==> config.mk <==
export PLATFORM = sky130hd
export DESIGN_NAME = sgp_regs
export DESIGN_NICKNAME = d
export VERILOG_FILES = /design/src/hdl/sgp_pkg.sv /design/src/hdl/sgp_regs.sv
export SDC_FILE = /design/constraint.sdc
export NUM_CORES = 1
export LEC_CHECK = 0
export ABC_AREA = 1
export BUFFER_PORTS_ARGS = -buffer_cell sky130_fd_sc_hd__clkbuf_2
export CORE_MARGIN = 5
export CORE_UTILIZATION = 51
export DETAILED_ROUTE_END_ITERATION = 12
export PLACE_DENSITY_LB_ADDON = 0.05
export SYNTH_ARGS = -nofsm -noshare
export SYNTH_HDL_FRONTEND = slang
export SYNTH_SLANG_ARGS = --single-unit
export TNS_END_PERCENT = 50
==> constraint.sdc <==
create_clock -name i_clk -period 1.77 [get_ports i_clk]
set_input_delay 0.354 -clock i_clk [delete_from_list [all_inputs] [get_ports i_clk]]
set_output_delay 0.354 -clock i_clk [all_outputs]
set_load 0.01 [all_outputs]
==> src/hdl/sgp_pkg.sv <==
// sgp_pkg: constants and types for the switch global power control bank
package sgp_pkg;

   // ****************************************************************
   // register offsets
   // ****************************************************************
   localparam logic [7:0] SGP_OFS_MGMT_TRAILER = 8'h0c;
   localparam logic [7:0] SGP_OFS_FACTORY_TEST = 8'h0d;
   localparam logic [7:0] SGP_OFS_POWER_DOWN   = 8'h0e;
   localparam logic [7:0] SGP_OFS_SLEEP_DELAY  = 8'h0f;

   // ****************************************************************
   // field positions and reset values
   // ****************************************************************
   localparam int         SGP_MCS_LSB        = 4;
   localparam int         SGP_TRAILER_BIT    = 1;
   localparam int         SGP_PAUSE_BIT      = 0;
   localparam int         SGP_PLL_PD_BIT     = 5;
   localparam int         SGP_PMODE_LSB      = 3;
   localparam logic [1:0] SGP_RSVD_HI_VAL    = 2'h1;
   localparam logic [1:0] SGP_RSVD_MID_VAL   = 2'h1;
   localparam logic [7:0] SGP_FACTORY_VAL    = 8'h00;
   localparam logic [7:0] SGP_SLEEP_DELAY_RST = 8'h50;
   localparam logic [2:0] SGP_UPLINK_PORT    = 3'h5;

   // ****************************************************************
   // timing
   // ****************************************************************
   localparam int SGP_CLK_HZ        = 10_000_000;
   localparam int SGP_SLEEP_UNIT_MS = 20;
   localparam int SGP_UNIT_CYCLES   = SGP_CLK_HZ / 1000 * SGP_SLEEP_UNIT_MS;
   localparam int SGP_PRESCALE_W    = 18;

   // ****************************************************************
   // types
   // ****************************************************************
   typedef enum logic [1:0] {
      SGP_MCLK_41M  = 2'h0,
      SGP_MCLK_83M  = 2'h1,
      SGP_MCLK_125M = 2'h2,
      SGP_MCLK_RSVD = 2'h3
   } sgp_mgmt_clk_t;

   typedef enum logic [1:0] {
      SGP_PM_NORMAL_POWER_STATE   = 2'h0,
      SGP_PM_ENERGY_DETECT_STATE  = 2'h1,
      SGP_PM_SOFT_POWER_DOWN_STATE = 2'h2,
      SGP_PM_RSVD                 = 2'h3
   } sgp_power_mode_t;

   typedef enum logic [1:0] {
      SGP_SL_AWAKE    = 2'h0,
      SGP_SL_COUNTING = 2'h1,
      SGP_SL_ASLEEP   = 2'h3
   } sgp_sleep_state_t;

   typedef struct packed {
      logic [7:0] addr;
      logic       wr;
      logic       rd;
      logic [7:0] wdata;
   } sgp_reg_req_t;

endpackage

==> src/hdl/sgp_regs.sv <==
// sgp_regs: global management, trailer and power control register bank
// ****************************************************************
// Summary of operation
// RQ1 - clock select 00 runs management logic at 41.67 MHz
// RQ2 - clock select resets to 01, the 83.33 MHz setting
// RQ3 - clock select 10 gives 125 MHz; software never writes 11
// RQ4 - trailer bit set inserts one byte before the FCS
// RQ5 - trailer insertion only on frames leaving uplink port 5
// RQ6 - pause-pass bit 1 forwards 802.3x pause frames, 0 drops them
// RQ7 - PLL power-down bit acts only in energy-detect mode, resets 0
// RQ8 - power mode: 00 normal, 01 energy-detect, 10 soft power-down
// RQ9 - reading the power mode field returns it and clears it
// RQ10 - low power only after sleep-delay 20 ms units without energy
// RQ11 - sleep delay resets to 80 units, 1.6 seconds
// RQ12 - factory test register at 0x0d reads zero, read-only
// RQ13 - energy seen during the countdown restarts it from zero
// ****************************************************************
`timescale 1ns/1ns
`default_nettype none

module sgp_regs
   import sgp_pkg::*;
#(
   parameter int UNIT_CYCLES = SGP_UNIT_CYCLES
) (
   input  wire logic            i_clk,
   input  wire logic            i_reset,
   input  wire sgp_reg_req_t    i_req,
   output logic [7:0]           o_reg_rdata,
   output logic                 o_reg_rvalid,
   input  wire logic [2:0]      i_egress_port,
   input  wire logic            i_pause_frame,
   input  wire logic            i_energy_detected,
   output sgp_mgmt_clk_t        o_mgmt_clk_sel,
   output logic                 o_trailer_insert,
   output logic                 o_pause_drop,
   output sgp_power_mode_t      o_power_mode,
   output logic                 o_pll_power_down,
   output logic                 o_low_power
);

   // ****************************************************************
   // register state
   // ****************************************************************
   sgp_mgmt_clk_t   mclk_q,    mclk_d;
   logic            trail_q,   trail_d;
   logic            pass_q,    pass_d;
   logic            pllpd_q,   pllpd_d;
   sgp_power_mode_t pmode_q,   pmode_d;
   logic [7:0]      delay_q,   delay_d;
   logic [7:0]      rdata_q,   rdata_d;
   logic            rvalid_q,  rvalid_d;

   logic wr_mt;
   logic wr_pd;
   logic wr_sd;
   logic rd_pd;

   function automatic logic hit(input logic [7:0] a, input logic [7:0] ofs);
      hit = (a == ofs);
   endfunction

   always_comb begin
      wr_mt = i_req.wr && hit(i_req.addr, SGP_OFS_MGMT_TRAILER);
      wr_pd = i_req.wr && hit(i_req.addr, SGP_OFS_POWER_DOWN);
      wr_sd = i_req.wr && hit(i_req.addr, SGP_OFS_SLEEP_DELAY);
      rd_pd = i_req.rd && hit(i_req.addr, SGP_OFS_POWER_DOWN);
   end

   always_comb begin
      mclk_d   = mclk_q;
      trail_d  = trail_q;
      pass_d   = pass_q;
      pllpd_d  = pllpd_q;
      pmode_d  = pmode_q;
      delay_d  = delay_q;
      rvalid_d = i_req.rd;
      rdata_d  = rdata_q;
      if (wr_mt) begin
         // see RQ1, see RQ2, see RQ3
         mclk_d  = sgp_mgmt_clk_t'(i_req.wdata[SGP_MCS_LSB +: 2]);
         trail_d = i_req.wdata[SGP_TRAILER_BIT];
         pass_d  = i_req.wdata[SGP_PAUSE_BIT];
      end
      if (rd_pd) begin
         pmode_d = SGP_PM_NORMAL_POWER_STATE;                // see RQ9
      end
      if (wr_pd) begin
         pllpd_d = i_req.wdata[SGP_PLL_PD_BIT];
         pmode_d = sgp_power_mode_t'(i_req.wdata[SGP_PMODE_LSB +: 2]);
      end
      if (wr_sd) begin
         delay_d = i_req.wdata;
      end
      if (i_req.rd) begin
         unique case (i_req.addr)
            SGP_OFS_MGMT_TRAILER:
               rdata_d = {SGP_RSVD_HI_VAL, mclk_q, SGP_RSVD_MID_VAL,
                          trail_q, pass_q};
            SGP_OFS_FACTORY_TEST:
               rdata_d = SGP_FACTORY_VAL;                    // see RQ12
            SGP_OFS_POWER_DOWN:
               rdata_d = {2'h0, pllpd_q, pmode_q, 3'h0};     // see RQ9
            SGP_OFS_SLEEP_DELAY:
               rdata_d = delay_q;
            default:
               rdata_d = 8'h00;
         endcase
      end
   end

   always_ff @(posedge i_clk) begin
      if (i_reset) begin
         mclk_q   <= SGP_MCLK_83M;                           // see RQ2
         trail_q  <= 1'b0;
         pass_q   <= 1'b0;
         pllpd_q  <= 1'b0;                                   // see RQ7
         pmode_q  <= SGP_PM_NORMAL_POWER_STATE;              // see RQ8
         delay_q  <= SGP_SLEEP_DELAY_RST;                    // see RQ11
         rdata_q  <= 8'h00;
         rvalid_q <= 1'b0;
      end else begin
         mclk_q   <= mclk_d;
         trail_q  <= trail_d;
         pass_q   <= pass_d;
         pllpd_q  <= pllpd_d;
         pmode_q  <= pmode_d;
         delay_q  <= delay_d;
         rdata_q  <= rdata_d;
         rvalid_q <= rvalid_d;
      end
   end

   // ****************************************************************
   // energy input synchroniser
   // ****************************************************************
   logic energy_s1_q;
   logic energy_s2_q;

   always_ff @(posedge i_clk) begin
      if (i_reset) begin
         energy_s1_q <= 1'b0;
         energy_s2_q <= 1'b0;
      end else begin
         energy_s1_q <= i_energy_detected;
         energy_s2_q <= energy_s1_q;
      end
   end

   // ****************************************************************
   // sleep countdown in 20 ms units
   // ****************************************************************
   sgp_sleep_state_t          sl_q,    sl_d;
   logic [SGP_PRESCALE_W-1:0] pre_q,   pre_d;
   logic [7:0]                units_q, units_d;
   logic                      energy_detect_power_down_mode;
   logic                      unit_tick;

   always_comb begin
      energy_detect_power_down_mode = (pmode_q == SGP_PM_ENERGY_DETECT_STATE);
      unit_tick = (pre_q == SGP_PRESCALE_W'(UNIT_CYCLES - 1));
      sl_d      = sl_q;
      pre_d     = pre_q;
      units_d   = units_q;
      if (!energy_detect_power_down_mode || energy_s2_q) begin
         // see RQ13
         sl_d    = SGP_SL_AWAKE;
         pre_d   = '0;
         units_d = 8'h00;
      end else begin
         unique case (sl_q)
            SGP_SL_AWAKE: begin
               sl_d    = SGP_SL_COUNTING;
               pre_d   = '0;
               units_d = 8'h00;
            end
            SGP_SL_COUNTING: begin
               if (units_q >= delay_q) begin
                  sl_d = SGP_SL_ASLEEP;                      // see RQ10
               end else if (unit_tick) begin
                  pre_d   = '0;
                  units_d = units_q + 8'h01;
               end else begin
                  pre_d = pre_q + SGP_PRESCALE_W'(1);
               end
            end
            SGP_SL_ASLEEP: begin
               sl_d = SGP_SL_ASLEEP;
            end
            default: begin
               sl_d = SGP_SL_AWAKE;
            end
         endcase
      end
   end

   always_ff @(posedge i_clk) begin
      if (i_reset) begin
         sl_q    <= SGP_SL_AWAKE;
         pre_q   <= '0;
         units_q <= 8'h00;
      end else begin
         sl_q    <= sl_d;
         pre_q   <= pre_d;
         units_q <= units_d;
      end
   end

   // ****************************************************************
   // outputs
   // ****************************************************************
   always_comb begin
      o_reg_rdata      = rdata_q;
      o_reg_rvalid     = rvalid_q;
      o_mgmt_clk_sel   = mclk_q;                             // see RQ1
      // see RQ4, see RQ5
      o_trailer_insert = trail_q && (i_egress_port == SGP_UPLINK_PORT);
      o_pause_drop     = i_pause_frame && !pass_q;           // see RQ6
      o_power_mode     = pmode_q;                            // see RQ8
      o_pll_power_down = pllpd_q && energy_detect_power_down_mode;               // see RQ7
      o_low_power      = (sl_q == SGP_SL_ASLEEP);            // see RQ10
   end

endmodule

`default_nettype wire

==> results of run 1 <==
## registers in the layout, indices dropped and copies added, names as in the netlist
register and flops:
delay_q 8, energy_s1_q 1, energy_s2_q 1, o_mgmt_clk_sel 2, o_power_mode 2, o_reg_rdata 8
o_reg_rvalid 1, pass_q 1, pllpd_q 1, pre_q 18, sl_q 2, trail_q 1
units_q 8
## routing by layer
metal | GRT usage (%) | vias to the layer above
li1 | - | 1574
met1 | 28.41 | 1376
met2 | 34.59 | 58
met3 | 3.311 | 8
met4 | 5.021 | 0
met5 | 0 | -
## cell usage after synthesis (2+ instances only)
library cell / number
sky130_fd_sc_hd__o211ai_1: 3
sky130_fd_sc_hd__ha_1: 10
sky130_fd_sc_hd__buf_4: 4
sky130_fd_sc_hd__nor3_1: 4
sky130_fd_sc_hd__nor2_2: 5
sky130_fd_sc_hd__nand4_1: 7
sky130_fd_sc_hd__nand3_1: 37
sky130_fd_sc_hd__nor3b_1: 2
sky130_fd_sc_hd__nand3_2: 4
sky130_fd_sc_hd__a21oi_1: 44
sky130_fd_sc_hd__nand2_2: 7
sky130_fd_sc_hd__nor2_4: 2
sky130_fd_sc_hd__nor2_1: 64
sky130_fd_sc_hd__o21ai_1: 2
sky130_fd_sc_hd__nand2_1: 104
sky130_fd_sc_hd__o21ai_0: 21
sky130_fd_sc_hd__buf_6: 2
sky130_fd_sc_hd__clkbuf_1: 5
sky130_fd_sc_hd__nor3_2: 2
sky130_fd_sc_hd__inv_1: 48
sky130_fd_sc_hd__dfxtp_1: 54
sky130_fd_sc_hd__xor2_1: 6
sky130_fd_sc_hd__inv_2: 4
## cells by family after synthesis
logic type	Yosys count
DFF	54
AOI/OAI and AO/OA	76
buffers and inverters	65
adders and majority gates	10
and+or+nand+nor	242
xor gates and xnor gates	7
## area by class of cell
cell class | count | area (sq um) | share of cell area [%]
well taps | 75 | 93.84 | 2.568
repair buffers | 59 | 351.6 | 9.620
flip-flops and latches | 54 | 1092 | 29.89
inverters | 53 | 203.9 | 5.580
clock buffers | 5 | 68.82 | 1.883
clock inverters | 3 | 43.79 | 1.198
multi-input cells | 335 | 1800 | 49.26
## metrics by stage
| stage | setup TNS, ps | setup WS [ps] | cells |
|---|---|---|---|
| 2_1_floorplan | 0 | 116.5 | 454 |
| 3_3_place_gp | 0 | 66.60 | 575 |
| 3_5_place_dp | 0 | 19.13 | 575 |
| 4_1_cts | 0 | 0.7356 | 583 |
| 5_1_grt | -5.569 | -5.569 | 584 |
| 6_report | 0 | 109.0 | 584 |
## path summary, 6_finish.rpt
path | endpoint | slack, ps
worst min-delay path | energy_s1_q$_SDFF_PP0_ | 230
worst min register to register | energy_s2_q$_SDFF_PP0_ | 420
worst max-delay path | units_q[7]$_SDFFE_PP0P_ | 110
worst max register to register | units_q[7]$_SDFFE_PP0P_ | 110
## repair_timing
action	4_1_cts	5_1_grt
cloned	0	1
pin swaps	0	11
setup endpoints to repair	12	26
gates resized for setup	1	37
## worst min-delay path: stages
cell and delay (ps):
sky130_fd_sc_hd__clkbuf_2 80, sky130_fd_sc_hd__inv_1 40, sky130_fd_sc_hd__nor2_1 30
## where the power goes
| group | switching [mW] | total, mW | internal (mW) | leakage, nW |
|---|---|---|---|---|
| clock | 0.434 | 0.859 | 0.425 | 0.0585 |
| sequential | 0.00206 | 1.22 | 1.22 | 0.439 |
| combinational | 0.0438 | 0.0758 | 0.0320 | 0.982 |
==> metrics.md, run 1 <==
| Metric | Value |
|---|---|
| Wire length of the first global-routing pass | `12.89 mm` |
| FFs w/ async S/R, synth | `0%` |
| Count of endpoints failing setup in the final report | `0` |
| Yosys warning count | `0` |
| Final Slew Violations | `0` |
| Iteration-0 DRC Markers | `189` |
| Initial antenna violation count | `0` |
| Leading cell type in the layout, fill and taps excluded | `sky130_fd_sc_hd__nand2_1` |
| Wire length the detailed router placed on met1 | `3.542 mm` |
| Number of flip-flops and latches in the synthesized netlist | `54` |
| Via count | `3,016` |
| Worst Hold Slack | `227.9 ps` |
| Global-route usage over all layers | `20.89%` |
| Critical Path Start Type | `flip-flop` |
| Multiplexer area fraction after synthesis | `0%` |
| Wire length after detailed routing | `7.567 mm` |
| Most frequent cells in the layout | `sky130_fd_sc_hd__nand2_1 (101), sky130_fd_sc_hd__nor2_1 (62), sky130_fd_sc_hd__dfxtp_1 (45)` |
| Number of core rows | `28` |
| Via count of the first global-routing pass | `2,810` |
| Share of the synthesized area in the top cell type | `35.50%` |
| Share of cells above drive strength 1 | `23.97%` |
| Combinational family with the most area after synthesis | `simple AND/OR/NAND/NOR gates` |
| Count of cells along the worst register-to-register path | `12` |
| Met2 routed WL | `3.642 mm` |
| Setup skew after layout | `6.845 ps` |
| Power per standard cell area | `589.9 nW/um^2` |
| Buffers inserted during post-CTS setup optimization | `0` |
| Worst hold stages | `3` |
| Clk Latency, worst-skew pair | `310 ps` |
| Slowest cell on crit path | `sky130_fd_sc_hd__dfxtp_2` |
| Die Outline Area | `7617 sq um` |
| H-tree depth reported by CTS | `2` |
| Largest net degree at the start of global routing | `18` |
| Clock tree from TritonCTS | `built` |
| Avg Synthesized Cell Area | `6.708 sq um` |
| DR vias/cell | `5.164` |
| Cell area after placement | `3396 sq um` |
| Diode insertion count for antenna repair | `0` |
| Post-Synth XOR/XNOR Area | `2.013%` |
| Slew at the pin closest to its max-slew limit | `570.2 ps` |
| Crit end category | `flip-flop` |
| Bufs and invs on worst path | `3` |
| Max Cap Violations | `0` |
| Worst min-delay path category | `in -> reg` |
| Total congestion overflow | `0` |
| Instance count on the critical path | `12` |
| Horizontal die dimension | `87.28 um` |
| Static leakage | `1.480 nW` |
| Clock slew at the register clock pins of the worst setup and hold paths | `100 ps` |
| 1st-pass router iterations | `4` |
| Routed wl met3 | `293 um` |
| Number of nets in the synthesized netlist | `489` |
| EDFF count, synth | `0` |
| CORE AREA | `5851 sq um` |
| Final hold violations | `0` |
| Routed wire per std cell | `12.96 um` |
| Cell area after synthesis | `3045 sq um` |
| Sequential cell area fraction in the yosys report | `35.50%` |
| Most used cell, CP | `sky130_fd_sc_hd__nor2_1` |
| Relative slew slack | `61.94%` |
| Clock tree root buffer cell | `sky130_fd_sc_hd__clkbuf_8` |
| Area of all placed cells without fillers | `3655 sq um` |
| Finished Core Util | `62.47%` |
| Design Power | `2.156 mW` |
| Number of I/O port buffers | `41` |
| Effective utilization at floorplan | `52.05%` |
| Critical path type | `reg -> reg` |
| Status | `completed` |
| Worst EP required | `1980 ps` |
| Predominant post-synthesis flop cell | `sky130_fd_sc_hd__dfxtp_1` |
| Worst path arrival time | `1870 ps` |
| Unique cell type count in the Yosys netlist | `36` |
| Fraction of the mapped netlist area in compound gates | `13.23%` |
| Basic-gate share of the synthesized area counting and, or, nand and nor cells | `36.11%` |
| Final RePlAce weighted congestion | `0.8628` |
| Height of the die | `87.28 um` |
| Worst flop-to-flop path startpoint | `delay_q[6]$_SDFFE_PP1P_` |
| Number of clock buffers inserted by TritonCTS | `5` |
| Main area contributors after synthesis | `sky130_fd_sc_hd__dfxtp_1 (35%), sky130_fd_sc_hd__nand2_1 (13%), sky130_fd_sc_hd__nor2_1 (7.9%)` |
| Bufs on Longest Clock Path | `2` |
| Time the worst path needs with I/O delays and setup | `1661 ps` |
| Syn-to-layout area delta | `20.01%` |
| Number of hold buffers added after cts | `0` |
| Fill count | `575` |
| Top achievable clock speed | `602.0 MHz` |
| Highest metal used | `met4` |
| Hold path start | `i_energy_detected` |
| Cell Chain, Critical Path | `inv_2, ha_4, nand2_2, nor2_2, nand2_1, nand3_2, nand2_4, buf_6, nand3_4, inv_4, nor2_1, nor2_1` |
| Critical-path maximum fanout | `6` |
| Post-synthesis adder-cell area fraction | `4.108%` |
| Slowest cell delay on critical path | `340 ps` |
| Remaining design rule violation count | `0` |
| Routed Antenna Nets | `0` |
| Cell taking the most area after synthesis | `sky130_fd_sc_hd__dfxtp_1` |
| Max rail drop VDD | `0.0003977 V` |
| # clock sinks | `54` |
| I/O pin total | `42` |
| Synthesized instance count | `454` |
| Source of the critical timing path | `delay_q[6]$_SDFFE_PP1P_` |
| Net total in the final layout | `543` |
| Hpwl dp | `5.525 mm` |
| Post-route clock period utilization | `93.84%` |
| Worst path top cell family by delay | `simple AND/OR/NAND/NOR gates` |
No activity file was read; power rests on OpenSTA's default activity.
==> run 2: changes to the inputs <==
==> constraint.sdc (replaced) <==
create_clock -name i_clk -period 2.1 [get_ports i_clk]
set_input_delay 0.42 -clock i_clk [delete_from_list [all_inputs] [get_ports i_clk]]
set_output_delay 0.42 -clock i_clk [all_outputs]
set_load 0.02 [all_outputs]
==> metrics.md, run 2 (synthesized netlist as in run 1, its figures left out) <==
| Metric | Value |
|---|---|
| Status | `completed (unchanged)` |
| Static leakage | `1.374 nW (was 1.480 nW)` |
| Buffers inserted during post-CTS setup optimization | `0 (unchanged)` |
| Diode insertion count for antenna repair | `0 (unchanged)` |
| Via count | `2,956 (was 3,016)` |
| Flop-to-flop setup slack | `280 ps (was 110 ps)` |
| Bufs and invs on worst path | `1 (was 3)` |
| Iteration-0 DRC Markers | `179 (was 189)` |
| Clock slew at the register clock pins of the worst setup and hold paths | `110 ps (was 100 ps)` |
| Clock tree root buffer cell | `sky130_fd_sc_hd__clkbuf_8 (unchanged)` |
| Worst min-delay path category | `in -> reg (unchanged)` |
| Critical path type | `reg -> reg (unchanged)` |
| Leading cell type in the layout, fill and taps excluded | `sky130_fd_sc_hd__nand2_1 (unchanged)` |
| Initial antenna violation count | `0 (unchanged)` |
| Instance count on the critical path | `9 (was 12)` |
| Number of core rows | `28 (unchanged)` |
| Number of I/O port buffers | `41 (unchanged)` |
| Worst path top cell family by delay | `simple AND/OR/NAND/NOR gates (unchanged)` |
| Source of the critical timing path | `pre_q[0]$_SDFFE_PP0P_ (was delay_q[6]$_SDFFE_PP1P_)` |
| Final hold violations | `0 (unchanged)` |
| H-tree depth reported by CTS | `2 (unchanged)` |
| Net total in the final layout | `530 (was 543)` |
| Routed wire per std cell | `12.09 um (was 12.96 um)` |
| Worst R2R End | `units_q[7]$_SDFFE_PP0P_ (unchanged)` |
| Via count of the first global-routing pass | `2,689 (was 2,810)` |
| Clock tree from TritonCTS | `built (unchanged)` |
| Worst EP required | `2360 ps (was 1980 ps)` |
| Count of endpoints failing setup in the final report | `0 (unchanged)` |
| Height of the die | `87.28 um (unchanged)` |
| Most used cell, CP | `sky130_fd_sc_hd__nor2_1 (unchanged)` |
| Worst flop-to-flop path startpoint | `pre_q[0]$_SDFFE_PP0P_ (was delay_q[6]$_SDFFE_PP1P_)` |
| Power per standard cell area | `500.5 nW/um^2 (was 589.9 nW/um^2)` |
| DR vias/cell | `5.177 (was 5.164)` |
| Cell area after placement | `3318 sq um (was 3396 sq um)` |
| Most flop-heavy register | `pre_q (unchanged)` |
| Hpwl dp | `5.299 mm (was 5.525 mm)` |
| Critical-path maximum fanout | `12 (was 6)` |
| Die Outline Area | `7617 sq um (unchanged)` |
| Crit end category | `flip-flop (unchanged)` |
| Top achievable clock speed | `548.9 MHz (was 602.0 MHz)` |
| Global-route usage over all layers | `19.64% (was 20.89%)` |
| Termination of the worst setup path | `units_q[7]$_SDFFE_PP0P_ (unchanged)` |
| Wire length of the first global-routing pass | `12.12 mm (was 12.89 mm)` |
| Post-route clock period utilization | `86.75% (was 93.84%)` |
| Final Slew Violations | `0 (unchanged)` |
| Horizontal die dimension | `87.28 um (unchanged)` |
| Max rail drop VDD | `0.0002514 V (was 0.0003977 V)` |
| Remaining design rule violation count | `0 (unchanged)` |
| Critical Path Start Type | `flip-flop (unchanged)` |
| Setup skew after layout | `5.974 ps (was 6.845 ps)` |
| Cell Chain, Critical Path | `ha_1, nand3_2, nor2_1, nand3_2, nand2_4, nand3_4, inv_2, nor2_1, nor2_1 (was inv_2, ha_4, nand2_2, nor2_2, nand2_1, nand3_2, nand2_4, buf_6, nand3_4, inv_4, nor2_1, nor2_1)` |
| Flip-flop count of the largest register after layout | `18 (unchanged)` |
| Fill count | `587 (was 575)` |
| I/O pin total | `42 (unchanged)` |
| Total Negative Setup Slacks | `0 ps (unchanged)` |
| 1st-pass router iterations | `4 (unchanged)` |
| Worst path arrival time | `2080 ps (was 1870 ps)` |
| CORE AREA | `5851 sq um (unchanged)` |
| Time the worst path needs with I/O delays and setup | `1822 ps (was 1661 ps)` |
| Number of clock buffers inserted by TritonCTS | `5 (unchanged)` |
| Share of cells above drive strength 1 | `16.53% (was 23.97%)` |
| Slew at the pin closest to its max-slew limit | `523.9 ps (was 570.2 ps)` |
| Bufs on Longest Clock Path | `2 (unchanged)` |
| # clock sinks | `54 (unchanged)` |
| Area of all placed cells without fillers | `3418 sq um (was 3655 sq um)` |
| Most frequent cells in the layout | `sky130_fd_sc_hd__nand2_1 (104), sky130_fd_sc_hd__nor2_1 (64), sky130_fd_sc_hd__dfxtp_1 (54) (was sky130_fd_sc_hd__nand2_1 (101), sky130_fd_sc_hd__nor2_1 (62), sky130_fd_sc_hd__dfxtp_1 (45))` |
| Unrepaired setup endpoints after global routing | `no` |
| Slowest cell delay on critical path | `420 ps (was 340 ps)` |
| Relative slew slack | `65.03% (was 61.94%)` |
| Effective utilization at floorplan | `52.05% (unchanged)` |
| Routed Antenna Nets | `0 (unchanged)` |
| Syn-to-layout area delta | `12.24% (was 20.01%)` |
| Largest net degree at the start of global routing | `21 (was 18)` |
| Final RePlAce weighted congestion | `0.8536 (was 0.8628)` |
| Total congestion overflow | `0 (unchanged)` |
| Wire length after detailed routing | `6.901 mm (was 7.567 mm)` |
| Count of cells along the worst register-to-register path | `9 (was 12)` |
| Slowest cell on crit path | `sky130_fd_sc_hd__dfxtp_1 (was sky130_fd_sc_hd__dfxtp_2)` |
| Max Cap Violations | `0 (unchanged)` |
| Clk Latency, worst-skew pair | `310 ps (about the same)` |
[run 2: cell types whose count changed in the layout (fill, tap and decap cells not counted), sizes merged]
cell | previous run | this run
buf | 18 | 5
bufinv | 1 | 0
inv | 53 | 54
[run 2: power breakdown]
part / switching (mW) / internal, mW / total, mW
Clock: 0.372 / 0.246 / 0.618
Sequential: 0.00191 / 1.03 / 1.03
Combinational: 0.0379 / 0.0249 / 0.0628
Total: 0.412 / 1.30 / 1.71
[run 2: what timing repair did]
action | in CTS | in global routing
resized for setup | 0 | 1
hold buffers | 0 | 0
endpoints found under the setup margin | 0 | 1
[run 2: metal layers]
layer,GRT usage [%],part of all wire [%]
met3,4.068,5.2
met2,32.19,47
met5,0,0
met4,5.579,1.4
met1,26.03,46
[run 2: final cells by class]
type                            count  area [sq um]  share of cell area, %
Clock buffer                        5         68.82                  2.013
Clock inverter                      3         26.28                 0.7687
Sequential cell                    54          1081                  31.63
Tap cell                           75         93.84                  2.745
Multi-Input combinational cell    335          1694                  49.56
Inverter                           53         198.9                  5.820
Timing Repair Buffer               46         255.2                  7.467
[run 2: worst register-to-register path: stages (launching register included)]
cell                      delay (ps)
sky130_fd_sc_hd__dfxtp_1         420
sky130_fd_sc_hd__ha_1            300
sky130_fd_sc_hd__nand3_2         130
sky130_fd_sc_hd__nor2_1          150
sky130_fd_sc_hd__nand3_2         170
sky130_fd_sc_hd__nand2_4         200
sky130_fd_sc_hd__nand3_4         120
sky130_fd_sc_hd__inv_2           130
sky130_fd_sc_hd__nor2_1           50
sky130_fd_sc_hd__nor2_1           90
[run 2: worst min-delay path by stage]
stage | start | cells past startpoint | to | slack, ps
after floorplan | energy_s1_q$_SDFF_PP0_ | 2 | energy_s2_q$_SDFF_PP0_ | 390
after global placement | energy_s1_q$_SDFF_PP0_ | 2 | energy_s2_q$_SDFF_PP0_ | 410
after detailed placement | energy_s1_q$_SDFF_PP0_ | 2 | energy_s2_q$_SDFF_PP0_ | 410
after CTS | i_energy_detected | 3 | energy_s1_q$_SDFF_PP0_ | 280
after global routing | i_energy_detected | 3 | energy_s1_q$_SDFF_PP0_ | 280
final | i_energy_detected | 3 | energy_s1_q$_SDFF_PP0_ | 290
[run 2: per-stage QoR]
step           setup slack, ps  util, %  instances  total power, mW  hold slack, ps
2_1_floorplan            446.5        -        454            1.082           388.3
3_3_place_gp             295.7    56.72        563            1.116           414.5
3_5_place_dp             264.0    56.72        563            1.116           405.3
4_1_cts                  232.5    58.34        571            1.733           284.9
5_1_grt                  81.82    58.43        571            1.781           284.4
6_report                 278.3    58.43        571            1.711           293.7
==> run 3: changes to the inputs <==
- clock period: 2.1 -> 2 ns (I/O delays scaled with it)
==> metrics.md, run 3 (synthesized netlist as in run 1, its figures left out) <==
| Metric | Value |
|---|---|
| Most flop-heavy register | `pre_q (unchanged)` |
| Net total in the final layout | `534 (was 530)` |
| Count of cells along the worst register-to-register path | `9 (unchanged)` |
| Bufs on Longest Clock Path | `2 (unchanged)` |
| Static leakage | `1.383 nW (was 1.374 nW)` |
| Final hold violations | `0 (unchanged)` |
| Number of I/O port buffers | `41 (unchanged)` |
| Clk Latency, worst-skew pair | `310 ps (about the same)` |
| Worst Slack Setup Final | `220.3 ps (was 278.3 ps)` |
| Global-route usage over all layers | `19.86% (was 19.64%)` |
| Met2 Usage GRT | `32.26% (was 32.19%)` |
| Total congestion overflow | `0 (unchanged)` |
| Effective utilization at floorplan | `52.05% (unchanged)` |
| Met1 routing resource usage after global routing | `25.93% (was 26.03%)` |
| Iteration-0 DRC Markers | `206 (was 179)` |
| Wire length of the first global-routing pass | `12.19 mm (was 12.12 mm)` |
| Worst R2R End | `units_q[7]$_SDFFE_PP0P_ (unchanged)` |
| Fill count | `570 (was 587)` |
| Hold worst-path end | `energy_s1_q$_SDFF_PP0_ (unchanged)` |
| Wire length after detailed routing | `7.107 mm (was 6.901 mm)` |
| I/O pin total | `42 (unchanged)` |
| Layer with the highest usage | `met2 (unchanged)` |
| # placed instances | `567 (was 563)` |
| Total Negative Setup Slacks | `0 ps (unchanged)` |
| Setup skew after layout | `8.493 ps (was 5.974 ps)` |
| Worst min-delay path category | `in -> reg (unchanged)` |
| H-tree depth reported by CTS | `2 (unchanged)` |
| Flop-to-flop setup slack | `220 ps (was 280 ps)` |
| Hold path start | `i_energy_detected (unchanged)` |
| Number of core rows | `28 (unchanged)` |
| Crit end category | `flip-flop (unchanged)` |
| Unrepaired setup endpoints after global routing | `no (unchanged)` |
| Critical-path maximum fanout | `12 (unchanged)` |
| GRT met3 Usage | `4.447% (was 4.068%)` |
| Critical path type | `reg -> reg (unchanged)` |
| Most frequent cells in the layout | `sky130_fd_sc_hd__nand2_1 (104), sky130_fd_sc_hd__nor2_1 (64), sky130_fd_sc_hd__dfxtp_1 (54) (unchanged)` |
| Remaining design rule violation count | `0 (unchanged)` |
| CORE AREA | `5851 sq um (unchanged)` |
| Routed Antenna Nets | `0 (unchanged)` |
| Power per standard cell area | `518.4 nW/um^2 (was 500.5 nW/um^2)` |
| Worst path arrival time | `2030 ps (was 2080 ps)` |
| Hpwl dp | `5.427 mm (was 5.299 mm)` |
| Initial antenna violation count | `0 (unchanged)` |
| Horizontal die dimension | `87.28 um (unchanged)` |
| Relative slew slack | `64.06% (was 65.03%)` |
| Syn-to-layout area delta | `12.78% (was 12.24%)` |
| Final RePlAce weighted congestion | `0.8848 (was 0.8536)` |
| Max rail drop VDD | `0.0002478 V (was 0.0002514 V)` |
| Worst flop-to-flop path startpoint | `pre_q[0]$_SDFFE_PP0P_ (unchanged)` |
| Share of cells above drive strength 1 | `17.20% (was 16.53%)` |
| Top achievable clock speed | `561.9 MHz (was 548.9 MHz)` |
| Flip-flop count of the largest register after layout | `18 (unchanged)` |
| Time the worst path needs with I/O delays and setup | `1780 ps (was 1822 ps)` |
| Status | `completed (unchanged)` |
| Leading cell type in the layout, fill and taps excluded | `sky130_fd_sc_hd__nand2_1 (unchanged)` |
| Via count | `2,907 (was 2,956)` |
| 1st-pass router iterations | `4 (unchanged)` |
| Slew at the pin closest to its max-slew limit | `538.5 ps (was 523.9 ps)` |
| Count of endpoints failing setup in the final report | `0 (unchanged)` |
| Die Outline Area | `7617 sq um (unchanged)` |
| Height of the die | `87.28 um (unchanged)` |
| Clock slew at the register clock pins of the worst setup and hold paths | `100 ps (was 110 ps)` |
| Layout Cells excl Fill | `575 (was 571)` |
| Worst Hold Slack | `268.4 ps (was 293.7 ps)` |
| Diode insertion count for antenna repair | `0 (unchanged)` |
| Number of hold buffers added after cts | `0 (unchanged)` |
| Via count of the first global-routing pass | `2,660 (was 2,689)` |
| Largest net degree at the start of global routing | `20 (was 21)` |
| Number of clock buffers inserted by TritonCTS | `5 (unchanged)` |
| Final Slew Violations | `0 (unchanged)` |
| Placement Setup Slack | `202.5 ps (was 264.0 ps)` |
| # clock sinks | `54 (unchanged)` |
| Worst EP required | `2250 ps (was 2360 ps)` |
| Critical Path Start Type | `flip-flop (unchanged)` |
| Routed wire per std cell | `12.36 um (was 12.09 um)` |
| Max Cap Violations | `0 (unchanged)` |
| Worst hold stages | `3 (unchanged)` |
| Post-route clock period utilization | `88.99% (was 86.75%)` |
| DR vias/cell | `5.056 (was 5.177)` |
| Clock tree from TritonCTS | `built (unchanged)` |
| Clock tree root buffer cell | `sky130_fd_sc_hd__clkbuf_8 (unchanged)` |
## run 3: cell types whose count changed in the layout (fill, tap and decap cells not counted)
cell and change:
sky130_fd_sc_hd__buf_12 -1, sky130_fd_sc_hd__buf_4 +5, sky130_fd_sc_hd__clkinvlp_4 +1, sky130_fd_sc_hd__inv_6 -1
## run 3: how the worst max path moves through the flow
stage | start | endpoint | slack [ps] | cells after the start
3_5_place_dp | delay_q[7]$_SDFFE_PP0P_ | pre_q[5]$_SDFFE_PP0P_ | 200 | 9
5_1_grt | delay_q[7]$_SDFFE_PP0P_ | pre_q[0]$_SDFFE_PP0P_ | 10 | 9
3_3_place_gp | delay_q[7]$_SDFFE_PP0P_ | pre_q[2]$_SDFFE_PP0P_ | 250 | 9
6_report | pre_q[0]$_SDFFE_PP0P_ | units_q[7]$_SDFFE_PP0P_ | 220 | 9
2_1_floorplan | delay_q[7]$_SDFFE_PP0P_ | pre_q[2]$_SDFFE_PP0P_ | 350 | 10
4_1_cts | delay_q[7]$_SDFFE_PP0P_ | pre_q[2]$_SDFFE_PP0P_ | 190 | 9
## run 3: power by group
part / internal, mW / switching [mW]
logic: 0.0268 / 0.0402
registers: 1.08 / 0.00201
clock network: 0.254 / 0.379
## run 3: layout make-up
| type | count | area, sq um | share of cell area, % |
|---|---|---|---|
| multi-input cells | 335 | 1694 | 49.33 |
| flip-flops and latches | 54 | 1081 | 31.48 |
| inverters | 53 | 198.9 | 5.792 |
| clock buffers | 5 | 68.82 | 2.004 |
| repair buffers | 50 | 272.8 | 7.942 |
| well taps | 75 | 93.84 | 2.732 |
| clock inverters | 3 | 25.02 | 0.7286 |
## run 3: routing by layer
| layer | wire length [um] | vias up | part of all wire, % |
|---|---|---|---|
| li1 | - | 1557 | - |
| met1 | 3443 | 1292 | 48 |
| met2 | 3267 | 48 | 46 |
| met4 | 125 | 0 | 1.8 |
| met3 | 271 | 10 | 3.8 |
| met5 | 0 | - | 0 |
## run 3: critical path, cell delays in order, from the launching register on
cell and delay [ps]:
sky130_fd_sc_hd__dfxtp_1 410, sky130_fd_sc_hd__ha_1 290, sky130_fd_sc_hd__nand3_2 130, sky130_fd_sc_hd__nor2_1 150
sky130_fd_sc_hd__nand3_2 160, sky130_fd_sc_hd__nand2_4 200, sky130_fd_sc_hd__nand3_4 110, sky130_fd_sc_hd__inv_2 120
sky130_fd_sc_hd__nor2_1 50, sky130_fd_sc_hd__nor2_1 90
## run 3: metrics by stage
stage / utilization [%] / power [mW] / instance area, sq um
floorplan: - / 1.136 / 3045
global placement: 57.01 / 1.172 / 3336
detailed placement: 57.01 / 1.173 / 3336
CTS: 58.62 / 1.812 / 3430
global route: 58.70 / 1.863 / 3435
finish: 58.70 / 1.781 / 3435
## run 3: what timing repair did
| action | 4_1_cts | 5_1_grt |
|---|---|---|
| endpoints found under the setup margin | 0 | 2 |
| setup buffers | 0 | 0 |
| gates resized for setup | 0 | 1 |
